<file path="src/inc/psc_pkg.sv">
/*
  Package for the slot capabilities register block: offsets, field positions,
  reset values and state encodings.
  Assumes a 32-bit APB register bus and a single core clock.
*/
package psc_pkg;
  // Byte address of the slot capabilities register.
  localparam logic [11:0] PSC_SLOT_CAP_ADDR = 12'h054;
  // Byte address of the control word (lock, slot-implemented flag, status).
  localparam logic [11:0] PSC_CTRL_ADDR = 12'h05C;
  // Field positions inside the slot capabilities word.
  localparam int PSC_ATTN_BTN_BIT = 0;
  localparam int PSC_PWR_CTRL_BIT = 1;
  localparam int PSC_LATCH_BIT = 2;
  localparam int PSC_ATTN_IND_BIT = 3;
  localparam int PSC_PWR_IND_BIT = 4;
  localparam int PSC_SURPRISE_BIT = 5;
  localparam int PSC_HOTPLUG_BIT = 6;
  localparam int PSC_LIMIT_LSB = 7;
  localparam int PSC_LIMIT_MSB = 14;
  localparam int PSC_SCALE_LSB = 15;
  localparam int PSC_SCALE_MSB = 16;
  localparam int PSC_INTERLOCK_BIT = 17;
  localparam int PSC_NO_CMD_DONE_BIT = 18;
  localparam int PSC_SLOTNUM_LSB = 19;
  localparam int PSC_SLOTNUM_MSB = 31;
  // Field positions inside the control word.
  localparam int PSC_CTRL_UNLOCK_BIT = 0;
  localparam int PSC_CTRL_SLOT_BIT = 1;
  localparam int PSC_CTRL_BUSY_BIT = 2;
  localparam int PSC_CTRL_LINK_BIT = 3;
  // Reset values.
  localparam logic [31:0] PSC_SLOT_CAP_RESET = 32'h0000_0000;
  localparam logic PSC_UNLOCK_RESET = 1'b0;
  localparam logic PSC_SLOT_RESET = 1'b0;
  // Power limit scale encodings.
  localparam logic [1:0] PSC_SCALE_X1 = 2'h0;
  localparam logic [1:0] PSC_SCALE_XP1 = 2'h1;
  localparam logic [1:0] PSC_SCALE_XP01 = 2'h2;
  localparam logic [1:0] PSC_SCALE_XP001 = 2'h3;
  // Message sender states.
  typedef enum logic [1:0] {
    PSC_MSG_IDLE = 2'b00,
    PSC_MSG_SEND = 2'b01,
    PSC_MSG_PEND = 2'b10
  } psc_msg_state_t;
endpackage

</file>
<file path="src/core/psc_msg_tx.sv">
/*
  Power limit message sender: latches a request and presents the limit value
  and scale on a valid/ready pair until the message path accepts it.
  Assumes the message path holds msg_ready for as long as it wishes.
*/
`timescale 1ns/1ps
module psc_msg_tx
  import psc_pkg::*;
(
  input wire logic pclk,
  input wire logic presetn,
  input wire logic req,
  input wire logic [7:0] value,
  input wire logic [1:0] scale,
  input wire logic msg_ready,
  output logic msg_valid,
  output logic [7:0] msg_value,
  output logic [1:0] msg_scale,
  output logic busy
);
  typedef struct packed {
    psc_msg_state_t st;
    logic valid;
    logic [7:0] val;
    logic [1:0] scl;
  } psc_tx_t;

  psc_tx_t r;
  psc_tx_t next_r;

  // A request during a send is kept pending so the latest value is sent next.
  always_comb begin
    next_r = r;
    case (r.st)
      PSC_MSG_IDLE: begin
        if (req) begin
          next_r.st = PSC_MSG_SEND;
          next_r.valid = 1'b1;
          next_r.val = value;
          next_r.scl = scale;
        end
      end
      PSC_MSG_SEND: begin
        if (req) begin
          next_r.st = PSC_MSG_PEND;
        end
        if (msg_ready) begin
          next_r.valid = 1'b0;
          next_r.st = req ? PSC_MSG_PEND : PSC_MSG_IDLE;
        end
      end
      PSC_MSG_PEND: begin
        if (!r.valid) begin
          next_r.st = PSC_MSG_SEND;
          next_r.valid = 1'b1;
          next_r.val = value;
          next_r.scl = scale;
        end else if (msg_ready) begin
          next_r.valid = 1'b0;
        end
      end
      default: begin
        next_r.st = PSC_MSG_IDLE;
        next_r.valid = 1'b0;
      end
    endcase
  end

  // State register.
  always_ff @(posedge pclk or negedge presetn) begin
    if (!presetn) begin
      r <= '0;
    end else begin
      r <= next_r;
    end
  end

  assign msg_valid = r.valid;
  assign msg_value = r.val;
  assign msg_scale = r.scl;
  assign busy = (r.st != PSC_MSG_IDLE);
endmodule

</file>
<file path="src/core/psc_slot_cap.sv">
/*
  Slot capabilities register of a switch port, reached over APB, with the
  slot power limit message trigger and a small control word.
  Assumes APB from a single master in the pclk domain and a link-active level
  that is synchronous to pclk.
*/
// Functional notes
// - Bits 0 to 4 flag attention button, power controller, latch, indicators.
// - Without slot implemented, optional fields are read-only and read zero.
// - Bit 5 flags that a slot device may be removed without notice.
// - Bit 6 flags that the slot supports hot insertion and removal.
// - Bits 14:7 hold the eight-bit slot power limit value.
// - Every slot capabilities register write requests a power limit message with value and scale; writes made while one is pending share one message.
// - Link going from down to data-link up also sends that message.
// - Bit 17 flags an electromechanical interlock on the chassis.
// - Bit 18 is zero and unwritable; command completion always notifies.
// - Bits 31:19 hold the physical slot number of the port.
`timescale 1ns/1ps
module psc_slot_cap
  import psc_pkg::*;
(
  input wire logic pclk,
  input wire logic presetn,
  input wire logic psel,
  input wire logic penable,
  input wire logic pwrite,
  input wire logic [11:0] paddr,
  input wire logic [31:0] pwdata,
  input wire logic [3:0] pstrb,
  output logic [31:0] prdata,
  output logic pready,
  output logic pslverr,
  input wire logic dl_up,
  input wire logic init_load,
  input wire logic [31:0] init_value,
  input wire logic msg_ready,
  output logic msg_valid,
  output logic [7:0] msg_value,
  output logic [1:0] msg_scale,
  output logic [31:0] slot_capabilities
);
  typedef struct packed {
    logic [31:0] cap;
    logic unlock;
    logic slot;
    logic link_q;
    logic [31:0] rdata;
    logic ready;
    logic err;
    logic [31:0] cap_out;
    logic trig;
  } psc_state_t;

  psc_state_t r;
  psc_state_t next_r;
  logic tx_busy;
  logic tx_valid;
  logic [7:0] tx_value;
  logic [1:0] tx_scale;

  // Merges write data into a word under the byte strobes.
  function automatic logic [31:0] merge(input logic [31:0] old, input logic [31:0] wd,
                                        input logic [3:0] be);
    logic [31:0] res;
    res = old;
    for (int i = 0; i < 4; i++) begin
      if (be[i]) begin
        res[i*8 +: 8] = wd[i*8 +: 8];
      end
    end
    return res;
  endfunction

  // Applies the field rules to a candidate capabilities word.
  function automatic logic [31:0] visible(input logic [31:0] v, input logic slot);
    logic [31:0] res;
    res = v;
    res[PSC_NO_CMD_DONE_BIT] = 1'b0;
    if (!slot) begin
      res = 32'h0000_0000;
    end
    return res;
  endfunction

  // Builds a new candidate word: lockable fields only when unlocked.
  function automatic logic [31:0] apply_write(input logic [31:0] old, input logic [31:0] nw,
                                              input logic unlocked);
    logic [31:0] res;
    res = old;
    res[PSC_LIMIT_MSB:PSC_LIMIT_LSB] = nw[PSC_LIMIT_MSB:PSC_LIMIT_LSB];
    res[PSC_SCALE_MSB:PSC_SCALE_LSB] = nw[PSC_SCALE_MSB:PSC_SCALE_LSB];
    if (unlocked) begin
      res[PSC_HOTPLUG_BIT:PSC_ATTN_BTN_BIT] = nw[PSC_HOTPLUG_BIT:PSC_ATTN_BTN_BIT];
      res[PSC_INTERLOCK_BIT] = nw[PSC_INTERLOCK_BIT];
      res[PSC_SLOTNUM_MSB:PSC_SLOTNUM_LSB] = nw[PSC_SLOTNUM_MSB:PSC_SLOTNUM_LSB];
    end
    return res;
  endfunction

  // Register file, APB slave and message trigger.
  always_comb begin
    logic access;
    logic [31:0] wv;
    access = psel && penable && !r.ready;
    wv = 32'h0000_0000;
    next_r = r;
    next_r.ready = 1'b0;
    next_r.err = 1'b0;
    next_r.trig = 1'b0;
    next_r.link_q = dl_up;
    if (init_load) begin
      next_r.cap = visible(apply_write(r.cap, init_value, 1'b1), r.slot);
    end
    if (access) begin
      next_r.ready = 1'b1;
      if (paddr == PSC_SLOT_CAP_ADDR) begin
        if (pwrite) begin
          wv = merge(r.cap, pwdata, pstrb);
          next_r.cap = visible(apply_write(next_r.cap, wv, r.unlock), r.slot);
          next_r.trig = 1'b1;
        end else begin
          next_r.rdata = r.cap_out;
        end
      end else if (paddr == PSC_CTRL_ADDR) begin
        if (pwrite) begin
          if (pstrb[0]) begin
            next_r.unlock = pwdata[PSC_CTRL_UNLOCK_BIT];
            next_r.slot = pwdata[PSC_CTRL_SLOT_BIT];
          end
        end else begin
          next_r.rdata = 32'h0000_0000;
          next_r.rdata[PSC_CTRL_UNLOCK_BIT] = r.unlock;
          next_r.rdata[PSC_CTRL_SLOT_BIT] = r.slot;
          next_r.rdata[PSC_CTRL_BUSY_BIT] = tx_busy;
          next_r.rdata[PSC_CTRL_LINK_BIT] = r.link_q;
        end
      end else begin
        next_r.err = 1'b1;
        next_r.rdata = 32'h0000_0000;
      end
    end
    if (dl_up && !r.link_q) begin
      next_r.trig = 1'b1;
    end
    // Clearing the slot flag zeroes the stored optional fields too.
    next_r.cap = visible(next_r.cap, next_r.slot);
    next_r.cap_out = next_r.cap;
  end

  // State register.
  always_ff @(posedge pclk or negedge presetn) begin
    if (!presetn) begin
      r <= '0;
      r.cap <= PSC_SLOT_CAP_RESET;
      r.unlock <= PSC_UNLOCK_RESET;
      r.slot <= PSC_SLOT_RESET;
    end else begin
      r <= next_r;
    end
  end

  // Message sender takes the committed limit value and scale.
  psc_msg_tx u_tx (
    .pclk(pclk),
    .presetn(presetn),
    .req(r.trig),
    .value(r.cap[PSC_LIMIT_MSB:PSC_LIMIT_LSB]),
    .scale(r.cap[PSC_SCALE_MSB:PSC_SCALE_LSB]),
    .msg_ready(msg_ready),
    .msg_valid(tx_valid),
    .msg_value(tx_value),
    .msg_scale(tx_scale),
    .busy(tx_busy)
  );

  assign prdata = r.rdata;
  assign pready = r.ready;
  assign pslverr = r.err;
  assign slot_capabilities = r.cap_out;
  assign msg_valid = tx_valid;
  assign msg_value = tx_value;
  assign msg_scale = tx_scale;
endmodule

</file>
<file path="config.mk">
export PLATFORM = sky130hd
export DESIGN_NAME = psc_slot_cap
export DESIGN_NICKNAME = d
export VERILOG_FILES = /design/src/inc/psc_pkg.sv /design/src/core/psc_msg_tx.sv /design/src/core/psc_slot_cap.sv
export SDC_FILE = /design/constraint.sdc
export NUM_CORES = 1
export LEC_CHECK = 0
export BUFFER_PORTS_ARGS = -buffer_cell sky130_fd_sc_hd__buf_2
export CORE_MARGIN = 2
export CORE_UTILIZATION = 45
export CTS_CLUSTER_SIZE = 20
export DETAILED_ROUTE_END_ITERATION = 12
export PLACE_DENSITY_LB_ADDON = 0.25
export SYNTH_ARGS = -nofsm -noshare
export SYNTH_HDL_FRONTEND = slang
export SYNTH_SLANG_ARGS = --single-unit
</file>
<file path="constraint.sdc">
create_clock -name pclk -period 6.1 [get_ports pclk]
set_clock_uncertainty 0.15 [all_clocks]
set_input_delay 1.22 -clock pclk [delete_from_list [all_inputs] [get_ports pclk]]
set_output_delay 1.22 -clock pclk [all_outputs]
set_load 0.05 [all_outputs]
</file>
Yosys cells after proc, flatten, opt, wreduce, memory -nomap -nowiden:

Index checks and enable logic that the tools add are counted.

* bitwise operators: 1
* equality and inequality tests: 16
* reduce and logical (&&, ||, !) cells: 13
* multiplexer cells: 39

Operators with widths (number)
* two-way mux 32 bit: 10
* two-way mux 34 bit: 1
* two-way mux 8 bit: 4
* two-way mux 13 bit: 2
* == test 12 x 7 -> 1 bit (second input constant): 2
* inequality test 7 bit (second input constant): 3
* case mux 10 bit (2 select lines): 1
* inequality test 6 bit (second input constant): 3
* two-way mux 2 bit: 8
* two-way mux 10 bit: 1
* inequality test 2 bit (second input constant): 5
* two-way mux 1 bit: 9
* case mux 3 bit (3 select lines): 1
* AND reduction 3 bit: 3
* two-way mux 7 bit: 1
* AND reduction 5 bit: 1
* nonzero test 2 bit: 2
* logical AND 1 bit: 3
* two-way mux 3 bit: 1
* inequality test 3 bit (second input constant): 1
* == test 2 x 1 -> 1 bit (second input constant): 1
* == test 2 bit (second input constant): 1
* zero test 1 bit: 2
* zero test 2 bit: 1
* 2 further kinds: 2

* bits in registers: 83
* bits of input ports: 88

Logic depth before layout (Yosys ltp):

Gate-level depths: netlist (run 1).

* depth in word-level cells: 8
* mapped depth: 8

Cells and area by module:

From an unflattened synthesis (run 1), not the netlist that was laid out.

* cells, all modules: 424
* area total of the unflattened synthesis: 4493.1 µm²

By module, submodules not included
* psc_slot_cap: area an instance 3860.0 µm², times used 1, cells each 373, sequential area each 1701.6 µm²
* psc_msg_tx: area an instance 633.1 µm², times used 1, cells each 51, sequential area each 325.3 µm²

Worst setup path after synthesis (run 1):

OpenSTA, ideal clock, no wires.

* kind: in2reg
* from: in paddr[11]
* to: reg r (netlist bit slot_capabilities[28])
* slack: 3.189 ns
* data required time: 5.810 ns
* data arrival time: 2.620 ns
* library setup time: 0.140 ns
* stages: 6
* path through: nor4_4 > nand4_4 > buf_6 > or4_1 > o311ai_1 > o211ai_1

* word-level cells in the longest chain between the ends: 5
* elaborated cells on any way between the ends: 8
* those cells by class: eq/ne (3); mux (5)

Ends and longest elaborated chain
* from (decl): RTL line psc_slot_cap.sv:27 `input wire logic [11:0] paddr,`
* == test 12 x 7 -> 1 bit: RTL line psc_slot_cap.sv:124 `end else if (paddr == PSC_CTRL_ADDR) begin`
* two-way mux 2 bit: RTL line psc_slot_cap.sv:124
* two-way mux 2 bit: RTL line psc_slot_cap.sv:116 `if (paddr == PSC_SLOT_CAP_ADDR) begin`
* two-way mux 34 bit: RTL line psc_slot_cap.sv:114 `if (access) begin`
* inequality test 7 bit (no line) / two-way mux 32 bit (equally long branches)
* to (signal assigned): RTL line psc_slot_cap.sv:158 `r <= next_r;`
* to (decl): RTL line psc_slot_cap.sv:54 `psc_state_t r;`

Several ways; a longest one is shown, not always the timed one.
A chain may end at the register's enable or synchronous reset.

Final worst setup path (run 1):

* from: in paddr[3]
* to: reg r (netlist bit slot_capabilities[21])

The elaborated chain is that of the path after synthesis.

==> summary.txt, run 1 <==
Global route
  • GR peak layer: met2
  • Initial antenna violation count: 0
  • Vias in the first global route: 3589
  • Total grt overflow: 0
  • Global-route wire length before repair: 18550 um
  • Met2 Resource Use GR: 0.3438
  • Global Route Usage Sum: 0.2089
  • GR Util met3: 0.05442
  • GR Util met1: 0.2802
  • Largest net degree at the start of global routing: 82

Run
  • Max Cap Viol: 0

Synthesis
  • Main synth FF type: dfrtp_1
  • Netlist cell types: 58
  • Synth Area in Compound Gates: 0.2053
  • Synth Instances: 446
  • Mapped cell area: 4668 um^2
  • Adder and majority gate portion of the synthesized area: 0
  • Largest family of logic cells by synthesized area: compound AO/OA/AOI/OAI gates
  • Register area share after synthesis: 0.4342
  • Warnings, synthesis: 0
  • Post-synthesis mux area share: 0.08309
  • Async set or reset register ratio after synthesis: 1.000
  • Simple-Gate Fraction of Synth Area: 0.1185
  • FF+latch count, synth: 81
  • Mean Syn Cell Area: 10.47 um^2
  • Synth Area in XOR/XNOR: 0
  • EDFF count, synth: 0

Finish
  • Register area: 2027 um^2
  • Area of the multi-input gates: 1907 um^2
  • Diode count: 0
  • Total Nets Final: 611
  • Layout cell share with drive strength beyond 1: 0.3902
  • Area Growth Syn to Fin: 12.17%
  • Fillers: 962
  • Post-Layout Cell Count: 664

Power
  • P_sw: 0.2971 mW
  • Pwr Density: 222.8 nW/um^2
  • Clk pwr share: 0.408
  • Gate power share: 0.114
  • LEAKAGE: 2.728 nW
  • Worst vdd ir: 0.1531 mV
  • Switching Share: 0.2546
  • Flop pwr share: 0.478
  • Power Total: 1.167 mW
  • Internal power: 0.8696 mW

Setup path
  • WP data required: 6.24 ns
  • Crit start category: input pin
  • Critical path endpoint category: register
  • CP Max Fanout: 25
  • Critical path class: in -> reg
  • Worst endpoint data arrival time: 3.80 ns

Detailed routing
  • Wire per inst: 17.56 um
  • # DRC: 0
  • Post-route ant nets: 0
  • DRT Wirelength: 11660 um
  • Iter 0 DRT Violations: 200
  • First-pass DRT Iterations: 4
  • Vias: 3678
  • Post-DR vias/cell: 5.539

Placed design
  • IO buf count: 160
  • DP Worst Slack: 2.127 ns
  • GPL Wtd Cong: 0.7870
  • Placed cell count: 648
  • Detail Placement HPWL: 8242 um

CTS
  • Clk buf depth: 2
  • CTS root buffer: clkbuf_8
  • Clk Latency, worst-skew pair: 0.36 ns
  • CTS hold repair buffers: 0
  • Inserted Clock Buffers: 9
  • Post-cts sizing count: 0
  • CTS sink count: 81
  • Setup Buffers After CTS: 0
  • CTS clock-pin slew for the worst setup and hold paths: 0.08 ns
  • H-Tree Level Count: 3
  • TritonCTS clock tree: built

Timing
  • Max-slew violations: 0
  • Worst setup margin: 2.445 ns
  • Slew Limit Headroom: 0.3022
  • Final period util: 0.5993
  • Tightest Pin Transition: 1.047 ns
  • Tmin final: 3.655 ns
  • Fmax: 273.6 MHz
  • Setup Total Neg Slack: 0 ns
  • RSZ-0062 raised after global routing: false
  • Final hold vios: 0
  • Final setup violation count: 0

Floorplan
  • Starting Density: 0.4584
  • Die footprint: 11200 um^2
  • Die X: 105.9 um
  • Core Region: 10180 um^2
  • Row cnt: 37
  • Ports: 165
  • Chip height: 105.9 um

Status
  • Outcome: completed

Worst hold path
  • Hold crit path type: reg -> reg
[power by group through the flow]
stage	registers, mW	clock network [mW]	logic (mW)
after floorplan	0.575	0	0.0677
after global placement	0.566	0	0.132
after detailed placement	0.568	0	0.134
after CTS	0.557	0.488	0.134
after global routing	0.559	0.511	0.144
final	0.558	0.476	0.133
[cell type report]
type                    count  area share
inverters                  17     0.01219
flip-flops and latches     81      0.3871
well taps                 136     0.03250
repair buffers            163      0.1577
clock inverters             6     0.02198
clock buffers              10     0.02437
multi-input cells         251      0.3642
[registers in the layout, indices dropped and copies added, names as in the netlist]
name,count
slot_capabilities,31
pready,1
u_tx.msg_value,8
u_tx.msg_scale,2
pslverr,1
prdata,31
r,4
u_tx.msg_valid,1
u_tx.r,2
[kinds of logic after synthesis]
group	after synthesis
flops	81
simple gates	92
compound gates	120
other cells	1
mux	37
buf+inv	115
[cell usage in the layout, fill, tap and decap left out, types with 6 or more instances in the layout]
cell type  netlist  layout
nand4_1          9       9
o22ai_1         10      10
o2bb2ai_1        7       7
nand2_1         28      28
a22oi_1          6       6
nor3_1           6       6
o221ai_1         6       6
a31oi_1         10      10
dfrtp_1         81      81
clkbuf_8         0       9
o31ai_1          7       7
mux2_2          14      14
a22o_1          39      39
buf_2           14     159
nor2_1          17      17
mux2i_1         23      23
and3_1           8       8
inv_1           15      15
[worst paths after layout]
kind	startpoint	endpoint	slack (ns)	depth (start not counted)
setup / recovery	paddr[3]	slot_capabilities[21]	2.44	6
hold / removal	prdata[3]	prdata[3]	0.34	2
setup reg to reg	pready	slot_capabilities[21]	3.10	5
hold reg to reg	prdata[3]	prdata[3]	0.34	2
max in group asynchronous	presetn	prdata[15]	4.22	1
min in group asynchronous	presetn	u_tx.msg_value[3]	0.86	1
[per-layer routing]
layer / share of wire / vias up
li1: - / 1730
met3: 0.060 / 9
met1: 0.45 / 1818
met4: 0.0099 / 0
met5: 0 / -
met2: 0.48 / 121
[through the flow]
| stage | cell area, um^2 | hold WS [ns] | util |
|---|---|---|---|
| 4_1_cts | 5236 | 0.3273 | 0.5141 |
| 3_3_place_gp | 4994 | 0.3140 | 0.4903 |
| 2_1_floorplan | 4672 | 0.2848 | - |
| 3_5_place_dp | 4994 | 0.3193 | 0.4903 |
| 6_report | 5236 | 0.3371 | 0.5141 |
| 5_1_grt | 5236 | 0.3688 | 0.5141 |
[critical path, cell delays in order]
cell and delay, ns:
buf_2 0.17, and4bb_1 0.32, and2_1 0.78, nand2_1 0.57, nor3_2 0.52, a22o_1 0.21
[cells in the mapped netlist, types with 2 or more instances]
cell type	number	share of area
and4_1	2	0.0038
o2111a_1	2	0.0048
mux2_2	14	0.034
buf_1	2	0.0016
nand3_1	2	0.0021
o221ai_1	6	0.011
o21ai_1	2	0.0021
a31oi_1	10	0.013
a21o_1	2	0.0032
a21oi_1	4	0.0043
inv_1	15	0.012
a41o_1	2	0.0043
clkbuf_1	6	0.0048
o21ai_0	4	0.0043
o31ai_1	7	0.011
nor3_1	6	0.0064
o22ai_1	10	0.013
nand2_1	28	0.023
and2_1	2	0.0027
buf_4	75	0.12
mux2i_1	23	0.049
nand3b_1	2	0.0032
o21a_1	3	0.0048
nor2_1	17	0.014
nor4_2	2	0.0054
a22oi_1	6	0.0096
and3_1	8	0.011
nor4_4	2	0.0091
o211ai_1	4	0.0064
a21boi_0	5	0.0080
a22o_1	39	0.073
o2bb2ai_1	7	0.013
buf_2	14	0.015
nand4_1	9	0.012
dfrtp_1	81	0.43
Note: power is estimated with default switching activity, not from simulation.
==> run 2: changes to the inputs <==
==> constraint.sdc (replaced) <==
create_clock -name pclk -period 3.7 [get_ports pclk]
set_clock_uncertainty 0.15 [all_clocks]
set_input_delay 0.74 -clock pclk [delete_from_list [all_inputs] [get_ports pclk]]
set_output_delay 0.74 -clock pclk [all_outputs]
set_load 0.05 [all_outputs]
==> summary.txt, run 2 (synthesis results as in run 1) <==
Status
  • Outcome: completed

Timing
  • Slew Limit Headroom: 0.3119 (+0.009657)
  • Tightest Pin Transition: 1.032 ns (-0.01449 ns)
  • Max-slew violations: 0 (unchanged)
  • Final setup violation count: 0 (unchanged)
  • Fmax: 357.3 MHz
  • Final period util: 0.7565
  • RSZ-0062 raised after global routing: false
  • Tmin final: 2.799 ns
  • Final hold vios: 0 (unchanged)
  • Setup Total Neg Slack: 0 ns (unchanged)

Global route
  • Initial antenna violation count: 0 (unchanged)
  • Largest net degree at the start of global routing: 82 (unchanged)
  • Global Route Usage Sum: 0.2113 (+0.002442)
  • Total grt overflow: 0 (unchanged)
  • Vias in the first global route: 3599 (+0.28%)
  • Global-route wire length before repair: 18490 um (-0.33%)

CTS
  • Clk buf depth: 2 (unchanged)
  • CTS hold repair buffers: 0 (unchanged)
  • TritonCTS clock tree: built
  • Clk Latency, worst-skew pair: 0.35 ns (about the same)
  • Inserted Clock Buffers: 9 (unchanged)
  • CTS sink count: 81 (unchanged)
  • CTS clock-pin slew for the worst setup and hold paths: 0.09 ns (about the same)
  • H-Tree Level Count: 3 (unchanged)
  • Setup Buffers After CTS: 0 (unchanged)
  • CTS root buffer: clkbuf_8
  • Post-cts sizing count: 0 (unchanged)

Power
  • Internal power: 1.383 mW (+59%)
  • Gate power share: 0.118 (+0.004)
  • Worst vdd ir: 0.2076 mV (+36%)
  • LEAKAGE: 2.734 nW (+0.22%)
  • Flop pwr share: 0.490 (+0.012)
  • P_sw: 0.4924 mW (+66%)
  • Clk pwr share: 0.392 (-0.016)
  • Switching Share: 0.2625 (+0.007885)
  • Power Total: 1.876 mW (+61%)
  • Pwr Density: 358.2 nW/um^2 (+61%)

Setup path
  • CP max stage cell: and4_1
  • Worst reg2reg path depth: 6 (+1)
  • Crit path max-delay family: simple AND/OR/NAND/NOR gates
  • Critical path endpoint category: register
  • RR Endpoint: slot_capabilities[2]
  • Reg2reg setup slack: 1.20 ns (-1.90 ns)
  • Worst endpoint data arrival time: 2.91 ns (-0.89 ns)
  • Critical Path Max Stage Delay: 0.52 ns (-0.26 ns)
  • Crit start category: input pin
  • Reg-to-Reg Start: pready
  • WP data required: 3.82 ns (-2.42 ns)
  • Critical-path cell list: buf_2, nor4_4, and4_1, buf_4, nand3_2, nor3_4, o2bb2ai_1
  • Critical path class: in -> reg
  • CP Max Fanout: 17 (-32%)
  • Critical path buffer and inverter count: 2 (+1)

Detailed routing
  • Wire per inst: 17.64 um (+0.44%)
  • DRT Wirelength: 11750 um (+0.74%)
  • Post-DR vias/cell: 5.482 (-1.0%)
  • Post-route ant nets: 0 (unchanged)
  • # DRC: 0 (unchanged)
  • Vias: 3651 (-0.73%)
  • First-pass DRT Iterations: 4 (unchanged)
  • Iter 0 DRT Violations: 239 (+20%)

Finish
  • Layout cell share with drive strength beyond 1: 0.3943 (+0.004188)
  • Util after Layout: 0.5141 (unchanged)
  • Most frequent cells in the layout: buf_2 (159), dfrtp_1 (81), a22o_1 (39)
  • Post-Layout Cell Count: 666 (+0.30%)
  • Area Growth Syn to Fin: 12.17% (unchanged)
  • Commonest non-fill, non-tap cell in the layout: buf_2
  • Diode count: 0 (unchanged)
  • Fin area: 5236 um^2 (unchanged)
  • Register area: 2027 um^2 (unchanged)
  • Fillers: 977 (+1.6%)
  • Total Nets Final: 613 (+0.33%)
  • Area of the multi-input gates: 1907 um^2 (unchanged)

Floorplan
  • Ports: 165 (unchanged)
  • Chip height: 105.9 um (unchanged)
  • Core Region: 10180 um^2 (unchanged)
  • Die footprint: 11200 um^2 (unchanged)
  • Die X: 105.9 um (unchanged)
  • Row cnt: 37 (unchanged)
  • Starting Density: 0.4584 (unchanged)

Placed design
  • Placed cell count: 650 (+0.31%)
  • Detail Placement HPWL: 8331 um (+1.1%)
  • GPL Wtd Cong: 0.7912 (+0.53%)
  • Placed Area: 5009 um^2 (+0.30%)
  • IO buf count: 160 (unchanged)

Worst hold path
  • HP Start: r[67]
  • WHS Path Cells: 1 (-1)
  • End of the worst hold path: r[0]
  • Hold crit path type: reg -> reg

Run
  • Max Cap Viol: 0 (unchanged)
-- run 2: cell count changes in the layout (fill, tap and decap cells not counted) --
cell	previous run	this run
clkinv_2	0	1
clkbuf_1	1	0
bufinv_16	3	2
clkbuf_8	9	10
buf_4	4	6
-- run 2: power groups by stage --
stage,clock (mW),sequential (mW),combinational (mW)
after floorplan,0,0.948,0.112
after global placement,0,0.934,0.218
after detailed placement,0,0.936,0.223
after CTS,0.751,0.919,0.224
after global routing,0.796,0.922,0.239
final,0.736,0.919,0.221
-- run 2: cell type report --
class | count | area share
Multi-Input combinational cell | 251 | 0.3642
Tap cell | 136 | 0.03250
Sequential cell | 81 | 0.3871
Clock buffer | 10 | 0.02628
Clock inverter | 6 | 0.01720
Inverter | 17 | 0.01219
Timing Repair Buffer | 165 | 0.1606
-- run 2: worst reg2reg max path: stages (launching register included) --
cell       delay [ns]
dfrtp_1          0.40
and4bb_1         0.33
and2_1           0.38
buf_4            0.29
nand3_2          0.28
nor3_4           0.40
o2bb2ai_1        0.17
-- run 2: worst max path at each step --
stage               startpoint               endpoint  slack [ns]  cells past startpoint
floorplan            paddr[11]  slot_capabilities[28]        1.27                      6
global placement     paddr[11]   slot_capabilities[3]        0.63                      7
detailed placement   paddr[11]  slot_capabilities[22]        0.55                      6
CTS                  paddr[11]   slot_capabilities[2]        0.90                      7
global route         paddr[11]  slot_capabilities[22]        0.73                      6
finish               paddr[11]   slot_capabilities[2]        0.90                      7
-- run 2: through the flow --
step                      worst slack, ns  hold slack (ns)
after floorplan                     1.269           0.2848
after global placement             0.6266           0.3127
after detailed placement           0.5543           0.3114
after CTS                          0.9026           0.3267
after global routing               0.7280           0.3276
final                              0.9011           0.3328
-- run 2: per-layer routing --
layer | track usage | part of all wire | routed length, um
met1 | 0.2842 | 0.44 | 5223
met2 | 0.3419 | 0.48 | 5637
met3 | 0.04824 | 0.060 | 700
met4 | 0.06109 | 0.016 | 185
met5 | 0 | 0 | 0
